<file path="src/strap_cfg_pkg.sv">
package strap_cfg_pkg;
    // ==========================================
    // strap capture layout
    // ==========================================
    localparam int STRAP_W = 5;                       // number of strap pins
    localparam int STRAP_HOST_LO_POS = 0;             // host port select lo
    localparam int STRAP_HOST_HI_POS = 1;             // host port select hi
    localparam int STRAP_AC_LO_POS = 2;               // autoconfig select lo
    localparam int STRAP_AC_HI_POS = 3;               // autoconfig select hi
    localparam int STRAP_TEST_POS = 4;                // factory check strap
    localparam logic [4:0] STRAP_RESET_VAL = 5'h00;   // status before first capture

    // ==========================================
    // processor interface
    // ==========================================
    localparam logic [1:0] HOST_SEL_SPI = 2'h3;       // both selects high
    localparam logic [4:0] I2C_UPPER_CH_A = 5'h10;    // upper address bits, channel A
    localparam logic [4:0] I2C_UPPER_CH_B = 5'h11;    // upper address bits, channel B
    localparam logic [1:0] TEST_EEPROM_PROG = 2'h0;   // test mode for eeprom programming

    // ==========================================
    // oscillator control
    // ==========================================
    localparam logic [1:0] OSC_MODE_SINGLE_ENDED = 2'h2;
    localparam logic [1:0] OSC_MODE_CRYSTAL = 2'h1;

    // ==========================================
    // pin synchroniser
    // ==========================================
    localparam int SYNC_STAGES = 3;
endpackage

</file>
<file path="src/reset_strap_and_master_clock_setup.sv">
`timescale 1ns/1ps
// How it works
// (RULE_01) capture five straps when reset pin rises
// (RULE_02) after capture straps become run-time pins
// (RULE_03) factory strap high selects manufacturing test
// (RULE_04) test with autoconfig 00 allows eeprom programming
// (RULE_05) host select 00-10 gives I2C address
// (RULE_06) host select 11 gives SPI slave
// (RULE_07) autoconfig straps index stored configuration
// (RULE_08) board holds reset low long enough
// (RULE_09) mode 10 enables single-ended oscillator input
// (RULE_10) mode 01 enables crystal driver
// (RULE_11) doubler bit routes oscillator through doubler
// (RULE_12) software programs master clock frequency
// (RULE_13) software avoids doubler with oscillator attenuating
// (RULE_14) software trims offset or feedback divider
// (RULE_15) master clock near 100/114.285/125 MHz
// (RULE_16) software selects oscillator once stable
// (RULE_17) capture status read-only until next release
module reset_strap_and_master_clock_setup
    import strap_cfg_pkg::*;
#(
    parameter bit CHANNEL_B = 1'b0,  // selects upper I2C address bits
    parameter int FREQ_W = 4,        // width of master clock frequency field
    parameter int OFFSET_W = 32,     // width of dpll frequency offset
    parameter int FBDIV_W = 40       // width of apll feedback divider
) (
    input wire logic clk_in,
    input wire logic rst_n_in,
    // reset pin and strap pins, asynchronous to clk_in
    input wire logic reset_pin_low_in,
    input wire logic factory_check_in,
    input wire logic autoconfig_select_hi_in,
    input wire logic autoconfig_select_lo_in,
    input wire logic host_port_select_hi_in,
    input wire logic host_port_select_lo_in,
    // run-time roles of the strap pins
    input wire logic [2:0] gpio_drive_in,
    input wire logic [2:0] gpio_oe_in,
    input wire logic spi_data_out_in,
    input wire logic spi_data_oe_in,
    output logic [2:0] gpio_pin_out,
    output logic [2:0] gpio_pin_oe_out,
    output logic spi_data_pin_out,
    output logic spi_data_pin_oe_out,
    output logic spi_chip_select_out,
    // capture results
    output logic [4:0] strap_capture_status_out,
    output logic straps_captured_out,
    output logic test_mode_out,
    output logic [1:0] test_mode_select_out,
    output logic eeprom_prog_enable_out,
    output logic host_spi_mode_out,
    output logic host_i2c_mode_out,
    output logic [6:0] i2c_slave_address_out,
    output logic [1:0] autoconfig_index_out,
    output logic autoconfig_start_out,
    // master clock control
    input wire logic [1:0] osc_input_mode_in,
    input wire logic doubler_enable_in,
    input wire logic master_clock_select_in,
    input wire logic [FREQ_W-1:0] master_clock_freq_in,
    input wire logic [OFFSET_W-1:0] dpll_freq_offset_in,
    input wire logic [FBDIV_W-1:0] apll_feedback_divider_in,
    output logic osc_single_ended_enable_out,
    output logic crystal_driver_enable_out,
    output logic doubler_path_enable_out,
    output logic dpll_clock_from_osc_out,
    output logic [FREQ_W-1:0] master_clock_freq_out,
    output logic [OFFSET_W-1:0] dpll_freq_offset_out,
    output logic [FBDIV_W-1:0] apll_feedback_divider_out
);
    // ==========================================
    // synchronise pins
    // ==========================================
    // the reset pin rides in the same synchroniser as the straps, so both
    // reach the capture logic with the same delay
    logic [5:0] raw_pins;   // reset pin on top of the five straps
    logic [5:0] sync_pins;  // filtered copies
    assign raw_pins = {reset_pin_low_in, factory_check_in, autoconfig_select_hi_in,
                       autoconfig_select_lo_in, host_port_select_hi_in,
                       host_port_select_lo_in};

    strap_pin_sync #(
        .WIDTH(6)
    ) strap_pin_sync_i (
        .clk_in(clk_in),
        .rst_n_in(rst_n_in),
        .pin_in(raw_pins),
        .level_out(sync_pins)
    );

    // ==========================================
    // capture on reset pin release
    // ==========================================
    logic reset_pin_prev;   // last filtered reset pin level
    logic [4:0] strap;      // captured straps
    logic captured;         // straps have been captured since last release
    logic start_pulse;      // one-cycle autoconfig start
    wire reset_pin_level = sync_pins[5];                    // filtered pin, high = running
    wire [4:0] strap_level = sync_pins[4:0];                // filtered strap levels
    wire release_edge = reset_pin_level & ~reset_pin_prev;  // pin has just gone high
    wire reset_pin_held = ~reset_pin_level;                 // pin still holds the channel

    // edge tracker for the reset pin; the previous level resets low like the
    // pin at power-up, so a pin already high when the core reset lifts still
    // counts as one release
    always_ff @(posedge clk_in or negedge rst_n_in) begin
        if (!rst_n_in) begin
            reset_pin_prev <= 1'b0;
            start_pulse <= 1'b0;
        end else begin
            reset_pin_prev <= reset_pin_level;
            start_pulse <= release_edge;        // high in the first captured cycle
        end
    end

    // the straps share filter delay with the reset pin, so the sample
    // at the release edge shows the levels as they stood at the pin edge;
    // board straps settle long before release when the pulse is wide
    always_ff @(posedge clk_in or negedge rst_n_in) begin
        if (!rst_n_in) begin
            strap <= STRAP_RESET_VAL;
            captured <= 1'b0;
        end else if (reset_pin_held) begin
            captured <= 1'b0;                   // pin held low: roles back to straps
        end else if (release_edge) begin
            strap <= strap_level;               // see RULE_01, see RULE_17
            captured <= 1'b1;                   // run-time roles take the pins
        end
    end

    // ==========================================
    // decode of captured straps
    // ==========================================
    wire [1:0] host_sel = {strap[STRAP_HOST_HI_POS], strap[STRAP_HOST_LO_POS]};
    wire [1:0] ac_sel = {strap[STRAP_AC_HI_POS], strap[STRAP_AC_LO_POS]};
    wire test_sel = strap[STRAP_TEST_POS];
    wire [4:0] i2c_upper = CHANNEL_B ? I2C_UPPER_CH_B : I2C_UPPER_CH_A; // fixed per channel
    wire host_is_spi = (host_sel == HOST_SEL_SPI);          // both host selects high
    wire ac_is_prog = (ac_sel == TEST_EEPROM_PROG);         // test mode for eeprom programming
    wire test_active = captured & test_sel;                 // manufacturing test after capture

    // the test, eeprom and host mode decodes are gated by captured so that none acts on an old
    // status while the pin holds the channel in reset; the test select, address and index are not gated
    assign strap_capture_status_out = strap;                        // see RULE_17
    assign straps_captured_out = captured;
    assign test_mode_out = test_active;                             // see RULE_03
    assign test_mode_select_out = ac_sel;                           // see RULE_03
    assign eeprom_prog_enable_out = test_active & ac_is_prog;       // see RULE_04
    assign host_spi_mode_out = captured & host_is_spi;              // see RULE_06
    assign host_i2c_mode_out = captured & ~host_is_spi;             // see RULE_05
    assign i2c_slave_address_out = {i2c_upper, host_sel};          // see RULE_05
    assign autoconfig_index_out = ac_sel;                           // see RULE_07
    // no stored configuration runs while a test mode is active; only the
    // captured strap decides, the pin already serves its run-time role
    assign autoconfig_start_out = start_pulse & ~test_sel;          // see RULE_07

    // ==========================================
    // run-time pin roles
    // ==========================================
    // drivers stay off until capture so board straps are not fought;
    // the trade is a pin left undriven for a few cycles after release
    wire chip_select_low = ~sync_pins[STRAP_HOST_LO_POS];       // chip select pin is active low
    wire spi_out_allowed = host_spi_mode_out & spi_data_oe_in;  // data out only as spi slave

    assign gpio_pin_out = gpio_drive_in;
    // one enable gate per general-purpose pin
    for (genvar g = 0; g < 3; g++) begin : g_gpio_oe
        assign gpio_pin_oe_out[g] = captured & gpio_oe_in[g];   // see RULE_02
    end
    assign spi_data_pin_out = spi_data_out_in;
    assign spi_data_pin_oe_out = spi_out_allowed;                     // see RULE_02
    // chip select input only counts once the pin has its run-time role
    assign spi_chip_select_out = host_spi_mode_out & chip_select_low; // see RULE_02

    // ==========================================
    // master clock control
    // ==========================================
    wire osc_se = (osc_input_mode_in == OSC_MODE_SINGLE_ENDED); // oscillator pin as clock input
    wire osc_xtal = (osc_input_mode_in == OSC_MODE_CRYSTAL);     // crystal driver across pins
    wire osc_source = osc_se | osc_xtal;                         // some source feeds the doubler
    wire doubler_on = doubler_enable_in & osc_source;            // doubler has a signal to double

    // registered so the analog enables never glitch on a field rewrite;
    // modes 00 and 11 leave both the input and the driver off
    always_ff @(posedge clk_in or negedge rst_n_in) begin
        if (!rst_n_in) begin
            osc_single_ended_enable_out <= 1'b0;
            crystal_driver_enable_out <= 1'b0;
            doubler_path_enable_out <= 1'b0;
        end else begin
            osc_single_ended_enable_out <= osc_se;      // see RULE_09
            crystal_driver_enable_out <= osc_xtal;      // see RULE_10
            doubler_path_enable_out <= doubler_on;      // see RULE_11
        end
    end

    // master clock source and declared frequency; software must move the
    // source to the oscillator pin only once that oscillator has settled
    always_ff @(posedge clk_in or negedge rst_n_in) begin
        if (!rst_n_in) begin
            dpll_clock_from_osc_out <= 1'b0;
            master_clock_freq_out <= '0;
        end else begin
            dpll_clock_from_osc_out <= master_clock_select_in;  // see RULE_16
            master_clock_freq_out <= master_clock_freq_in;      // see RULE_12
        end
    end

    // frequency trims pass straight through; the block does not check them
    // against the chosen pll mode, that choice belongs to software
    always_ff @(posedge clk_in or negedge rst_n_in) begin
        if (!rst_n_in) begin
            dpll_freq_offset_out <= '0;
            apll_feedback_divider_out <= '0;
        end else begin
            dpll_freq_offset_out <= dpll_freq_offset_in;            // see RULE_14
            apll_feedback_divider_out <= apll_feedback_divider_in;  // see RULE_14
        end
    end
endmodule

</file>
<file path="src/strap_pin_sync.sv">
`timescale 1ns/1ps
// ==========================================
// three-stage synchroniser with agreement filter
// ==========================================
module strap_pin_sync
    import strap_cfg_pkg::*;
#(
    parameter int WIDTH = 1
) (
    input wire logic clk_in,
    input wire logic rst_n_in,
    input wire logic [WIDTH-1:0] pin_in,
    output logic [WIDTH-1:0] level_out
);
    logic [WIDTH-1:0] stage1; // metastability catcher, read only by stage2
    logic [WIDTH-1:0] stage2; // second stage
    logic [WIDTH-1:0] stage3; // third stage
    logic [WIDTH-1:0] level;  // filtered level
    wire [WIDTH-1:0] agree = ~(stage2 ^ stage3); // a change counts once 2 and 3 agree

    // shift chain and filtered level
    always_ff @(posedge clk_in or negedge rst_n_in) begin
        if (!rst_n_in) begin
            stage1 <= '0;
            stage2 <= '0;
            stage3 <= '0;
            level <= '0;
        end else begin
            stage1 <= pin_in;
            stage2 <= stage1;
            stage3 <= stage2;
            level <= (agree & stage3) | (~agree & level);
        end
    end

    assign level_out = level;
endmodule
</file>
<file path="config.mk">
export PLATFORM = sky130hd
export DESIGN_NAME = reset_strap_and_master_clock_setup
export DESIGN_NICKNAME = d
export VERILOG_FILES = /design/src/strap_cfg_pkg.sv /design/src/reset_strap_and_master_clock_setup.sv /design/src/strap_pin_sync.sv
export SDC_FILE = /design/constraint.sdc
export NUM_CORES = 1
export LEC_CHECK = 0
export ABC_AREA = 1
export BUFFER_PORTS_ARGS = -buffer_cell sky130_fd_sc_hd__buf_4
export CAP_MARGIN = 25
export CELL_PAD_IN_SITES_DETAIL_PLACEMENT = 2
export CELL_PAD_IN_SITES_GLOBAL_PLACEMENT = 2
export CORE_ASPECT_RATIO = 1.5
export CORE_MARGIN = 2
export CORE_UTILIZATION = 25
export CTS_BUF_LIST = sky130_fd_sc_hd__clkbuf_4 sky130_fd_sc_hd__clkbuf_8
export CTS_CLUSTER_DIAMETER = 80
export DETAILED_ROUTE_END_ITERATION = 12
export GPL_ROUTABILITY_DRIVEN = 0
export PLACE_DENSITY_LB_ADDON = 0.1
export SYNTH_ARGS = -nofsm -noshare
export SYNTH_HDL_FRONTEND = slang
export SYNTH_SLANG_ARGS = --single-unit
</file>
<file path="constraint.sdc">
create_clock -name clk_in -period 1 [get_ports clk_in]
set_input_delay 0.05 -clock clk_in [delete_from_list [all_inputs] [get_ports clk_in]]
set_output_delay 0.05 -clock clk_in [all_outputs]
set_load 0.05 [all_outputs]
</file>
# Word level (Yosys, flattened, before mapping)
# Cells that the tools add are included.
[word_totals]
register_bits = 112
inputBits = 96
output_inout_bits = 111
elab_cells = 46
[classes]
n_eq_ne = 4
muxes = 2
bitwise_logic = 23
reduce_logical = 2
[ops]
columns = ["op", "n"]
rows = [
  ["AND 1 bit", 12],
  ["AND 6 bit", 2],
  ["NOT 6 bit", 2],
  ["bitwise OR 6 bit", 1],
  ["bitwise XOR 6 bit", 1],
  ["== test 2 bit, second input constant", 2],
  ["NOT 1 bit", 4],
  ["== test 2 x 1 -> 1 bit, second input constant", 1],
  ["zero test 2 bit", 1],
  ["two-way mux 1 bit", 2],
  ["inequality test 2 bit, second input constant", 1],
  ["AND reduction 2 bit", 1],
  ["bitwise OR 1 bit", 1],
]

# Depth between registers and ports, before layout
# Gate-level depths: netlist of the first run.
[depth]
depth_word = 5
depth_mapped = 4
depth_no_buf = 4

# Cells and area by module
# Synthesis of the first run repeated with hierarchy kept, for this count alone.
[unflattened]
hier_cells = 197
hier_area_um2 = 3220.6
[by_module_without_submodules]
columns = ["mod", "n_inst", "cells_per_inst", "area_per_inst_um2", "seq_area_each_um2"]
rows = [
  ["reset_strap_and_master_clock_setup", 1, 149, 2522.4, 2202.1],
  ["strap_pin_sync", 1, 48, 698.2, 600.6],
]

# Worst setup path after synthesis of the first run
# No wires, ideal clock.
[synth_path]
kind = "register -> output"
start = "register captured (netlist: straps_captured_out)"
end = "output port eeprom_prog_enable_out"
t_arrival_ns = 1.881
required_time_ns = 0.950
slack_ns = -0.931
path_stages_with_launch = 3
path_buffers = 0
cell_sequence = "dfrtp_1 -> nand2_1 -> nor3_1"
[synth_via]
elab_chain_cells = 2
[synth_lines]
columns = ["item", "line", "source"]
rows = [
  ["start, declared", "reset_strap_and_master_clock_setup.sv:98", "logic captured;"],
  ["start signal, assigned", "reset_strap_and_master_clock_setup.sv:124", "captured <= 1'b0;"],
  ["start signal, assigned", "reset_strap_and_master_clock_setup.sv:126", "captured <= 1'b0;"],
  ["start signal, assigned", "reset_strap_and_master_clock_setup.sv:129", "captured <= 1'b1;"],
  ["AND 1 bit", "reset_strap_and_master_clock_setup.sv:142", "wire test_active = captured & test_sel;"],
  ["AND 1 bit", "reset_strap_and_master_clock_setup.sv:150", "assign eeprom_prog_enable_out = test_active & ac_is_prog;"],
  ["end, declared", "reset_strap_and_master_clock_setup.sv:52", "output logic eeprom_prog_enable_out,"],
]
# Every way passes these cells.

# Worst setup path in the final report of the first run
[layout_path]
start = "register captured (netlist: straps_captured_out)"
end = "output port gpio_pin_oe_out[2]"
[layout_via]
elab_chain_cells = 1
[layout_lines]
columns = ["item", "line", "source"]
rows = [
  ["AND 1 bit", "reset_strap_and_master_clock_setup.sv:170", "assign gpio_pin_oe_out[g] = captured & gpio_oe_in[g];"],
  ["end, declared", "reset_strap_and_master_clock_setup.sv:43", "output logic [2:0] gpio_pin_oe_out,"],
]
# Every way passes these cells.

==> run summary, run 1 <==
STATUS
-------------------------------------------------------------------------------------
Outcome ................................................................ finished with violations
Violated checks ........................................................ setup timing

SYNTHESIS
-------------------------------------------------------------------------------------
Flops & latches, synth .................................................          112
Instance count of the mapped netlist ...................................          196
Netlist Area Pre-Place .................................................   3220 sq um
Portion of the post-synthesis area used by sequential elements .........        0.870
Post-synthesis share of cell area spent on and, or, nand and nor gates .       0.0493
Synthesized-area fraction occupied by ao, oa, aoi and oai cells ........       0.0136
Combinational family with the most area after synthesis ................ buffers and inverters
Count of distinct cell types in the synthesized netlist ................           13
Adder and majority cell fraction of the synthesized area ...............      0.00777
Mapped Avg Cell Area ...................................................   16.4 sq um
Multiplexer area fraction after synthesis ..............................            0
XOR/XNOR Fraction of Synth Area ........................................            0
Count of warnings emitted by yosys .....................................            0

POWER
-------------------------------------------------------------------------------------
Highest ir drop seen on vdd ............................................     0.813 mV
Tot Pwr ................................................................      10.9 mW
Leak ...................................................................      3.09 nW
Total power density per cell area ...................................... 1710 nW/um^2

FINAL LAYOUT
-------------------------------------------------------------------------------------
Finished Layout Cells ..................................................          642
Layout Area Growth over Synthesis ......................................        98.5%
Fraction of final layout cells sized beyond drive strength 1 ...........        0.486
Layout filler cell count ...............................................         1210
Antenna cell count .....................................................            0
Nets ...................................................................          579
Final cell utilization of the core .....................................        0.511

WORST HOLD PATH
-------------------------------------------------------------------------------------
Worst hold path type ...................................................  in -> async

DETAILED ROUTING
-------------------------------------------------------------------------------------
Starting DRT DRC Count .................................................           69
Antenna Nets Post-Route ................................................            0
Number of remaining DRC errors .........................................            0
Total Wirelength .......................................................      11.4 mm
First-pass iteration count of the detailed router ......................            4
Via count of the routed design .........................................         2524
Wire length per cell after detailed routing ............................      17.7 um
Via count normalized by instance count .................................         3.93

SETUP PATH
-------------------------------------------------------------------------------------
Maximum fanout count along the critical path ...........................            7
Largest stage delay on the critical path ...............................      0.49 ns
Length in cells of the worst reg-to-reg path ...........................            4
FF-to-FF setup slack ...................................................      0.11 ns
WS Path Type ...........................................................   reg -> out
Data required time of the critical path ................................      0.95 ns
Critical path startpoint ............................................... straps_captured_out$_DFFE_PN0P_
Critical Path End Type ................................................. primary output
Reg-to-reg critical path startpoint .................................... reset_pin_prev$_DFF_PN0_
Type of origin of the critical path ....................................         flop
Capture point of the worst reg-to-reg path ............................. strap_capture_status_out[2]$_DFFE_PN0P_
List of cells traversed by the critical path ........................... nand2_1 > clkinvlp_4 > buf_4
Crit-path slowest cell ................................................. sky130_fd_sc_hd__dfrtp_2
Data arrival time of the critical path .................................      1.24 ns

STA
-------------------------------------------------------------------------------------
Total setup violations reported at the end of the flow .................           23
Worst Clk Skew .........................................................   0.00883 ns
Final worst-path cycle share ...........................................         1.29
Endpoints failing hold .................................................            0
Minimum hold slack .....................................................     0.100 ns
Highest clock rate .....................................................      773 MHz
Min cycle time layout ..................................................      1.29 ns
Setup total negative slack .............................................     -3.75 ns
Final Worst Setup Slack ................................................    -0.294 ns
Unrepaired setup endpoints after global routing ........................          yes
Final Slew Violations ..................................................            0

CLOCK TREE
-------------------------------------------------------------------------------------
Worst-skew pair later-pin latency ......................................      0.36 ns
Number of buffers on the longest clock path ............................            2
Root Buffer Master ..................................................... sky130_fd_sc_hd__clkbuf_8
Clock slew seen by the registers of the worst setup and hold paths .....      0.11 ns
TritonCTS clock tree ...................................................         done
Clock tree sinks .......................................................          112
H-tree lvl count .......................................................            3
Total CTS buffers ......................................................            9

FLOORPLANNING
-------------------------------------------------------------------------------------
Number of I/O pins .....................................................          207
Die span in y ..........................................................       143 um
Core ar. ...............................................................  12500 sq um
Initial core utilization ...............................................        0.258
Area of the die ........................................................  13800 sq um
Row cnt ................................................................           50
Die width ..............................................................      96.7 um

GRT
-------------------------------------------------------------------------------------
Via count of the first global-routing pass .............................         3142
Overall global routing resource usage ..................................        0.170
Sum of overflow across all layers after global routing .................            0
Pin count of the biggest net entering global routing ...................           55
Initial antenna violation count ........................................            0
First-pass GRT wire length .............................................      17.5 mm

PLACEMENT
-------------------------------------------------------------------------------------
Post-DP HPWL ...........................................................      6.70 mm
# port buffers .........................................................          193
Cell count after placement .............................................          537

JOB
-------------------------------------------------------------------------------------
Number of max-capacitance violations reported ..........................            0

[layout by cell type (no fill, tap or decap), drive strengths merged, types with 6 or more instances in the layout]
master	count
dfrtp	112
clkinvlp	7
nand3	6
buf	199
inv	15
nand2	21
clkbuf	11
a21oi	8
nor2	10
dlygate4sd3	87
[stage by stage]
| stage | setup WS (ns) | cell area [sq um] |
|---|---|---|
| after floorplan | -0.191 | 3310 |
| after global placement | 0.0334 | 4890 |
| after detailed placement | 0.0200 | 4890 |
| after CTS | -0.348 | 6390 |
| after global routing | -0.375 | 6390 |
| final | -0.294 | 6390 |
[routing by layer]
layer | up-vias | track usage | part of all wire
met5 | - | 0 | 0
met4 | 0 | 0.0623 | 0.019
met3 | 13 | 0.0362 | 0.042
met2 | 81 | 0.364 | 0.65
met1 | 1288 | 0.148 | 0.29
li1 | 1142 | - | -
[state kept, by name (all words and copies together) (netlist names), 4 cells and up, named ones only]
register                   flops
apll_feedback_divider_out     40
dpll_freq_offset_out          32
strap_pin_sync_i.stage1        6
strap_pin_sync_i.stage2        6
strap_pin_sync_i.stage3        6
strap_capture_status_out       5
master_clock_freq_out          4
[how the worst max path moves through the flow]
stage | endpoint | slack, ns
floorplan | eeprom_prog_enable_out | -0.19
CTS | gpio_pin_oe_out[1] | -0.35
finish | gpio_pin_oe_out[2] | -0.29
detailed placement | spi_chip_select_out | 0.02
global placement | spi_chip_select_out | 0.03
global route | gpio_pin_oe_out[0] | -0.37
[cell families (layout without fill, tap and decap cells)]
| family | count (synthesis) | after routing |
|---|---|---|
| other | 2 | 5 |
| adders and majority gates | 2 | 2 |
| buffers and inverters | 34 | 321 |
| AOI/OAI and AO/OA | 8 | 8 |
| DFF | 112 | 112 |
| and+or+nand+nor | 38 | 38 |
[layout make-up]
type | count | area, sq um | share of cell area
Sequential cell | 112 | 2810 | 0.439
Timing Repair Buffer | 286 | 2800 | 0.437
Multi-Input combinational cell | 53 | 312 | 0.0487
Tap cell | 156 | 195 | 0.0305
Clock buffer | 11 | 139 | 0.0217
Inverter | 19 | 86.3 | 0.0135
Clock inverter | 5 | 57.6 | 0.00900
[worst max-delay path, delay by kind of cell, from the launching register on]
kind / cells / cell delay, ns
and+or+nand+nor: 1 / 0.13
buffers and inverters: 2 / 0.28
DFF: 1 / 0.49
[timing repair]
| item | 4_1_cts | 5_1_grt |
|---|---|---|
| endpoints found under the hold margin | 198 | 0 |
| endpoints found under the setup margin | 101 | 59 |
| setup buffers | 2 | 0 |
| hold buffers | 87 | 0 |
| pin swaps | 4 | 0 |
| resized for setup | 110 | 2 |
[synthesized netlist by cell type]
cell type | n | share of area
sky130_fd_sc_hd__a21oi_1 | 7 | 0.011
sky130_fd_sc_hd__a21oi_2 | 1 | 0.0027
sky130_fd_sc_hd__buf_4 | 15 | 0.035
sky130_fd_sc_hd__conb_1 | 2 | 0.0023
sky130_fd_sc_hd__dfrtp_1 | 112 | 0.87
sky130_fd_sc_hd__ha_1 | 2 | 0.0078
sky130_fd_sc_hd__inv_1 | 18 | 0.021
sky130_fd_sc_hd__inv_2 | 1 | 0.0012
sky130_fd_sc_hd__nand2_1 | 20 | 0.023
sky130_fd_sc_hd__nand2_4 | 1 | 0.0035
sky130_fd_sc_hd__nand3_1 | 6 | 0.0093
sky130_fd_sc_hd__nor2_1 | 10 | 0.012
sky130_fd_sc_hd__nor3_1 | 1 | 0.0016
[power by group]
part           internal, mW  total, mW  leakage [nW]  switching [mW]
registers              4.84       5.11          1.31           0.276
logic                  1.29       3.09          1.69            1.81
clock network          1.21       2.73        0.0924            1.51
total                  7.34       10.9          3.09            3.59
Power figures use the tool's default switching activity.
==> run 2, diff against run 1 <==
Settings changed: MAX_ROUTING_LAYER set to met4, REMOVE_ABC_BUFFERS set to 1.
==> run summary, run 2 (synthesis results as in run 1) <==
CLOCK TREE
-------------------------------------------------------------------------------------
Root Buffer Master ..................................................... sky130_fd_sc_hd__clkbuf_8
Clock slew seen by the registers of the worst setup and hold paths .....      0.10 ns   about the same
Clock tree sinks .......................................................          112   unchanged
Total CTS buffers ......................................................            9   unchanged
Worst-skew pair later-pin latency ......................................      0.36 ns   about the same
H-tree lvl count .......................................................            3   unchanged
TritonCTS clock tree ...................................................         done
Number of buffers on the longest clock path ............................            2   unchanged

STATUS
-------------------------------------------------------------------------------------
Outcome ................................................................ finished with violations
Violated checks ........................................................ setup timing

FINAL LAYOUT
-------------------------------------------------------------------------------------
Layout Area Growth over Synthesis ......................................         101%
Fraction of final layout cells sized beyond drive strength 1 ...........        0.477   -0.00892
Most used cells in the layout excluding fill and tap cells ............. sky130_fd_sc_hd__dfrtp_1, sky130_fd_sc_hd__buf_6, sky130_fd_sc_hd__buf_4
Layout filler cell count ...............................................         1171   -3.2%
Flip-flop count of the largest register, all copies and words added ....           40   unchanged
Top reg by flops ....................................................... apll_feedback_divider_out
Most frequent standard cell in the layout excluding fill and tap cells . sky130_fd_sc_hd__dfrtp_1
Finished Layout Cells ..................................................          649   +1.1%
Largest registers in the final layout .................................. apll_feedback_divider_out x40, dpll_freq_offset_out x32
Antenna cell count .....................................................            0   unchanged
Nets ...................................................................          588   +1.6%

SETUP PATH
-------------------------------------------------------------------------------------
Type of origin of the critical path ....................................         flop
Capture point of the worst reg-to-reg path ............................. strap_capture_status_out[0]$_DFFE_PN0P_
FF-to-FF setup slack ...................................................      0.02 ns   -0.09 ns
Data required time of the critical path ................................      0.95 ns   about the same
Maximum fanout count along the critical path ...........................            4   -3
Crit-path slowest cell ................................................. sky130_fd_sc_hd__dfrtp_2
Largest stage delay on the critical path ...............................      0.45 ns   -0.04 ns
List of cells traversed by the critical path ........................... buf_4 > nand2_1 > inv_1 > buf_6
Data arrival time of the critical path .................................      1.25 ns   about the same
Length in cells of the worst reg-to-reg path ...........................            5   +1
Critical Path End Type ................................................. primary output
Reg-to-reg critical path startpoint .................................... strap_capture_status_out[0]$_DFFE_PN0P_
WS Path Type ...........................................................   reg -> out

PLACEMENT
-------------------------------------------------------------------------------------
# port buffers .........................................................          193   unchanged
Pre-CTS setup slack ....................................................    0.0862 ns   +0.0662 ns
Cell count after placement .............................................          539   +0.37%
Post-DP HPWL ...........................................................      6.88 mm   +2.7%

WORST HOLD PATH
-------------------------------------------------------------------------------------
Worst hold path type ...................................................  in -> async

POWER
-------------------------------------------------------------------------------------
Total power density per cell area ...................................... 1740 nW/um^2   +1.9%
Leak ...................................................................      3.19 nW   +3.1%
Highest ir drop seen on vdd ............................................     0.829 mV   +1.9%
Tot Pwr ................................................................      11.3 mW   +3.0%

GRT
-------------------------------------------------------------------------------------
Overall global routing resource usage ..................................        0.177   +0.00735
Initial antenna violation count ........................................            0   unchanged
Pin count of the biggest net entering global routing ...................           34   -38%
First-pass GRT wire length .............................................      17.7 mm   +1.5%
Via count of the first global-routing pass .............................         3169   +0.86%
Sum of overflow across all layers after global routing .................            0   unchanged

STA
-------------------------------------------------------------------------------------
Final worst-path cycle share ...........................................         1.30   +0.00678
Worst Clk Skew .........................................................    0.0140 ns   +0.00519 ns
Unrepaired setup endpoints after global routing ........................          yes
Highest clock rate .....................................................      769 MHz   -0.52%
Minimum hold slack .....................................................     0.100 ns   -0.000338 ns
Total setup violations reported at the end of the flow .................           23   unchanged
Setup total negative slack .............................................     -3.88 ns   -0.130 ns
Endpoints failing hold .................................................            0   unchanged
Final Worst Setup Slack ................................................    -0.301 ns   -0.00678 ns
Final Slew Violations ..................................................            0   unchanged
Min cycle time layout ..................................................      1.30 ns   +0.00678 ns

FLOORPLANNING
-------------------------------------------------------------------------------------
Die span in y ..........................................................       143 um   unchanged
Initial core utilization ...............................................        0.258   unchanged
Die width ..............................................................      96.7 um   unchanged
Area of the die ........................................................  13800 sq um   unchanged
Core ar. ...............................................................  12500 sq um   unchanged
Row cnt ................................................................           50   unchanged
Number of I/O pins .....................................................          207   unchanged

DETAILED ROUTING
-------------------------------------------------------------------------------------
Antenna Nets Post-Route ................................................            0   unchanged
Via count normalized by instance count .................................         3.98   +1.2%
Starting DRT DRC Count .................................................           42   -39%
Via count of the routed design .........................................         2582   +2.3%
Wire length per cell after detailed routing ............................      18.2 um   +2.5%
Number of remaining DRC errors .........................................            0   unchanged
First-pass iteration count of the detailed router ......................            4   unchanged
Total Wirelength .......................................................      11.8 mm   +3.6%

JOB
-------------------------------------------------------------------------------------
Number of max-capacitance violations reported ..........................            0   unchanged

-- run 2: what timing repair did --
action,4_1_cts,5_1_grt
setup buffers,7,2
pin swaps,3,2
endpoints found under the hold margin,198,0
hold buffers,87,0
endpoints found under the setup margin,77,81
resized for setup,88,37
-- run 2: cell type report --
class / instances / area (sq um) / share of cell area
Clock buffer: 11 / 145 / 0.0225
Multi-Input combinational cell: 53 / 284 / 0.0440
Inverter: 19 / 71.3 / 0.0110
Sequential cell: 112 / 2810 / 0.434
Tap cell: 156 / 195 / 0.0302
Timing Repair Buffer: 295 / 2890 / 0.447
Clock inverter: 3 / 67.6 / 0.0105
-- run 2: how the worst max path moves through the flow --
stage	slack [ns]	endpoint	startpoint	depth (start not counted)
global placement	0.11	eeprom_prog_enable_out	straps_captured_out$_DFFE_PN0P_	3
detailed placement	0.09	spi_data_pin_oe_out	strap_capture_status_out[1]$_DFFE_PN0P_	3
CTS	-0.31	spi_data_pin_oe_out	strap_capture_status_out[1]$_DFFE_PN0P_	3
global route	-0.38	gpio_pin_oe_out[1]	straps_captured_out$_DFFE_PN0P_	4
floorplan	-1.28	eeprom_prog_enable_out	strap_capture_status_out[2]$_DFFE_PN0P_	1
finish	-0.30	gpio_pin_oe_out[1]	straps_captured_out$_DFFE_PN0P_	4
-- run 2: worst max-delay path, delay by kind of cell (launching register included) --
family,cells,cell delay (ns)
flops,1,0.45
buf+inv,3,0.37
simple gates,1,0.07
-- run 2: power by group --
group | internal, mW | switching (mW)
Sequential | 4.83 | 0.235
Combinational | 1.39 | 1.87
Clock | 1.48 | 1.45
Total | 7.71 | 3.55
-- run 2: metrics by stage --
step	util	area [sq um]
after global placement	0.387	4850
after global routing	0.516	6460
after CTS	0.505	6310
after floorplan	-	3120
after detailed placement	0.387	4850
final	0.516	6460
-- run 2: per-layer routing --
| layer | track usage | wire length (um) |
|---|---|---|
| met2 | 0.352 | 7290 |
| met1 | 0.168 | 3590 |
| met3 | 0.0396 | 631 |
| met5 | - | 0 |
| met4 | 0.0534 | 280 |
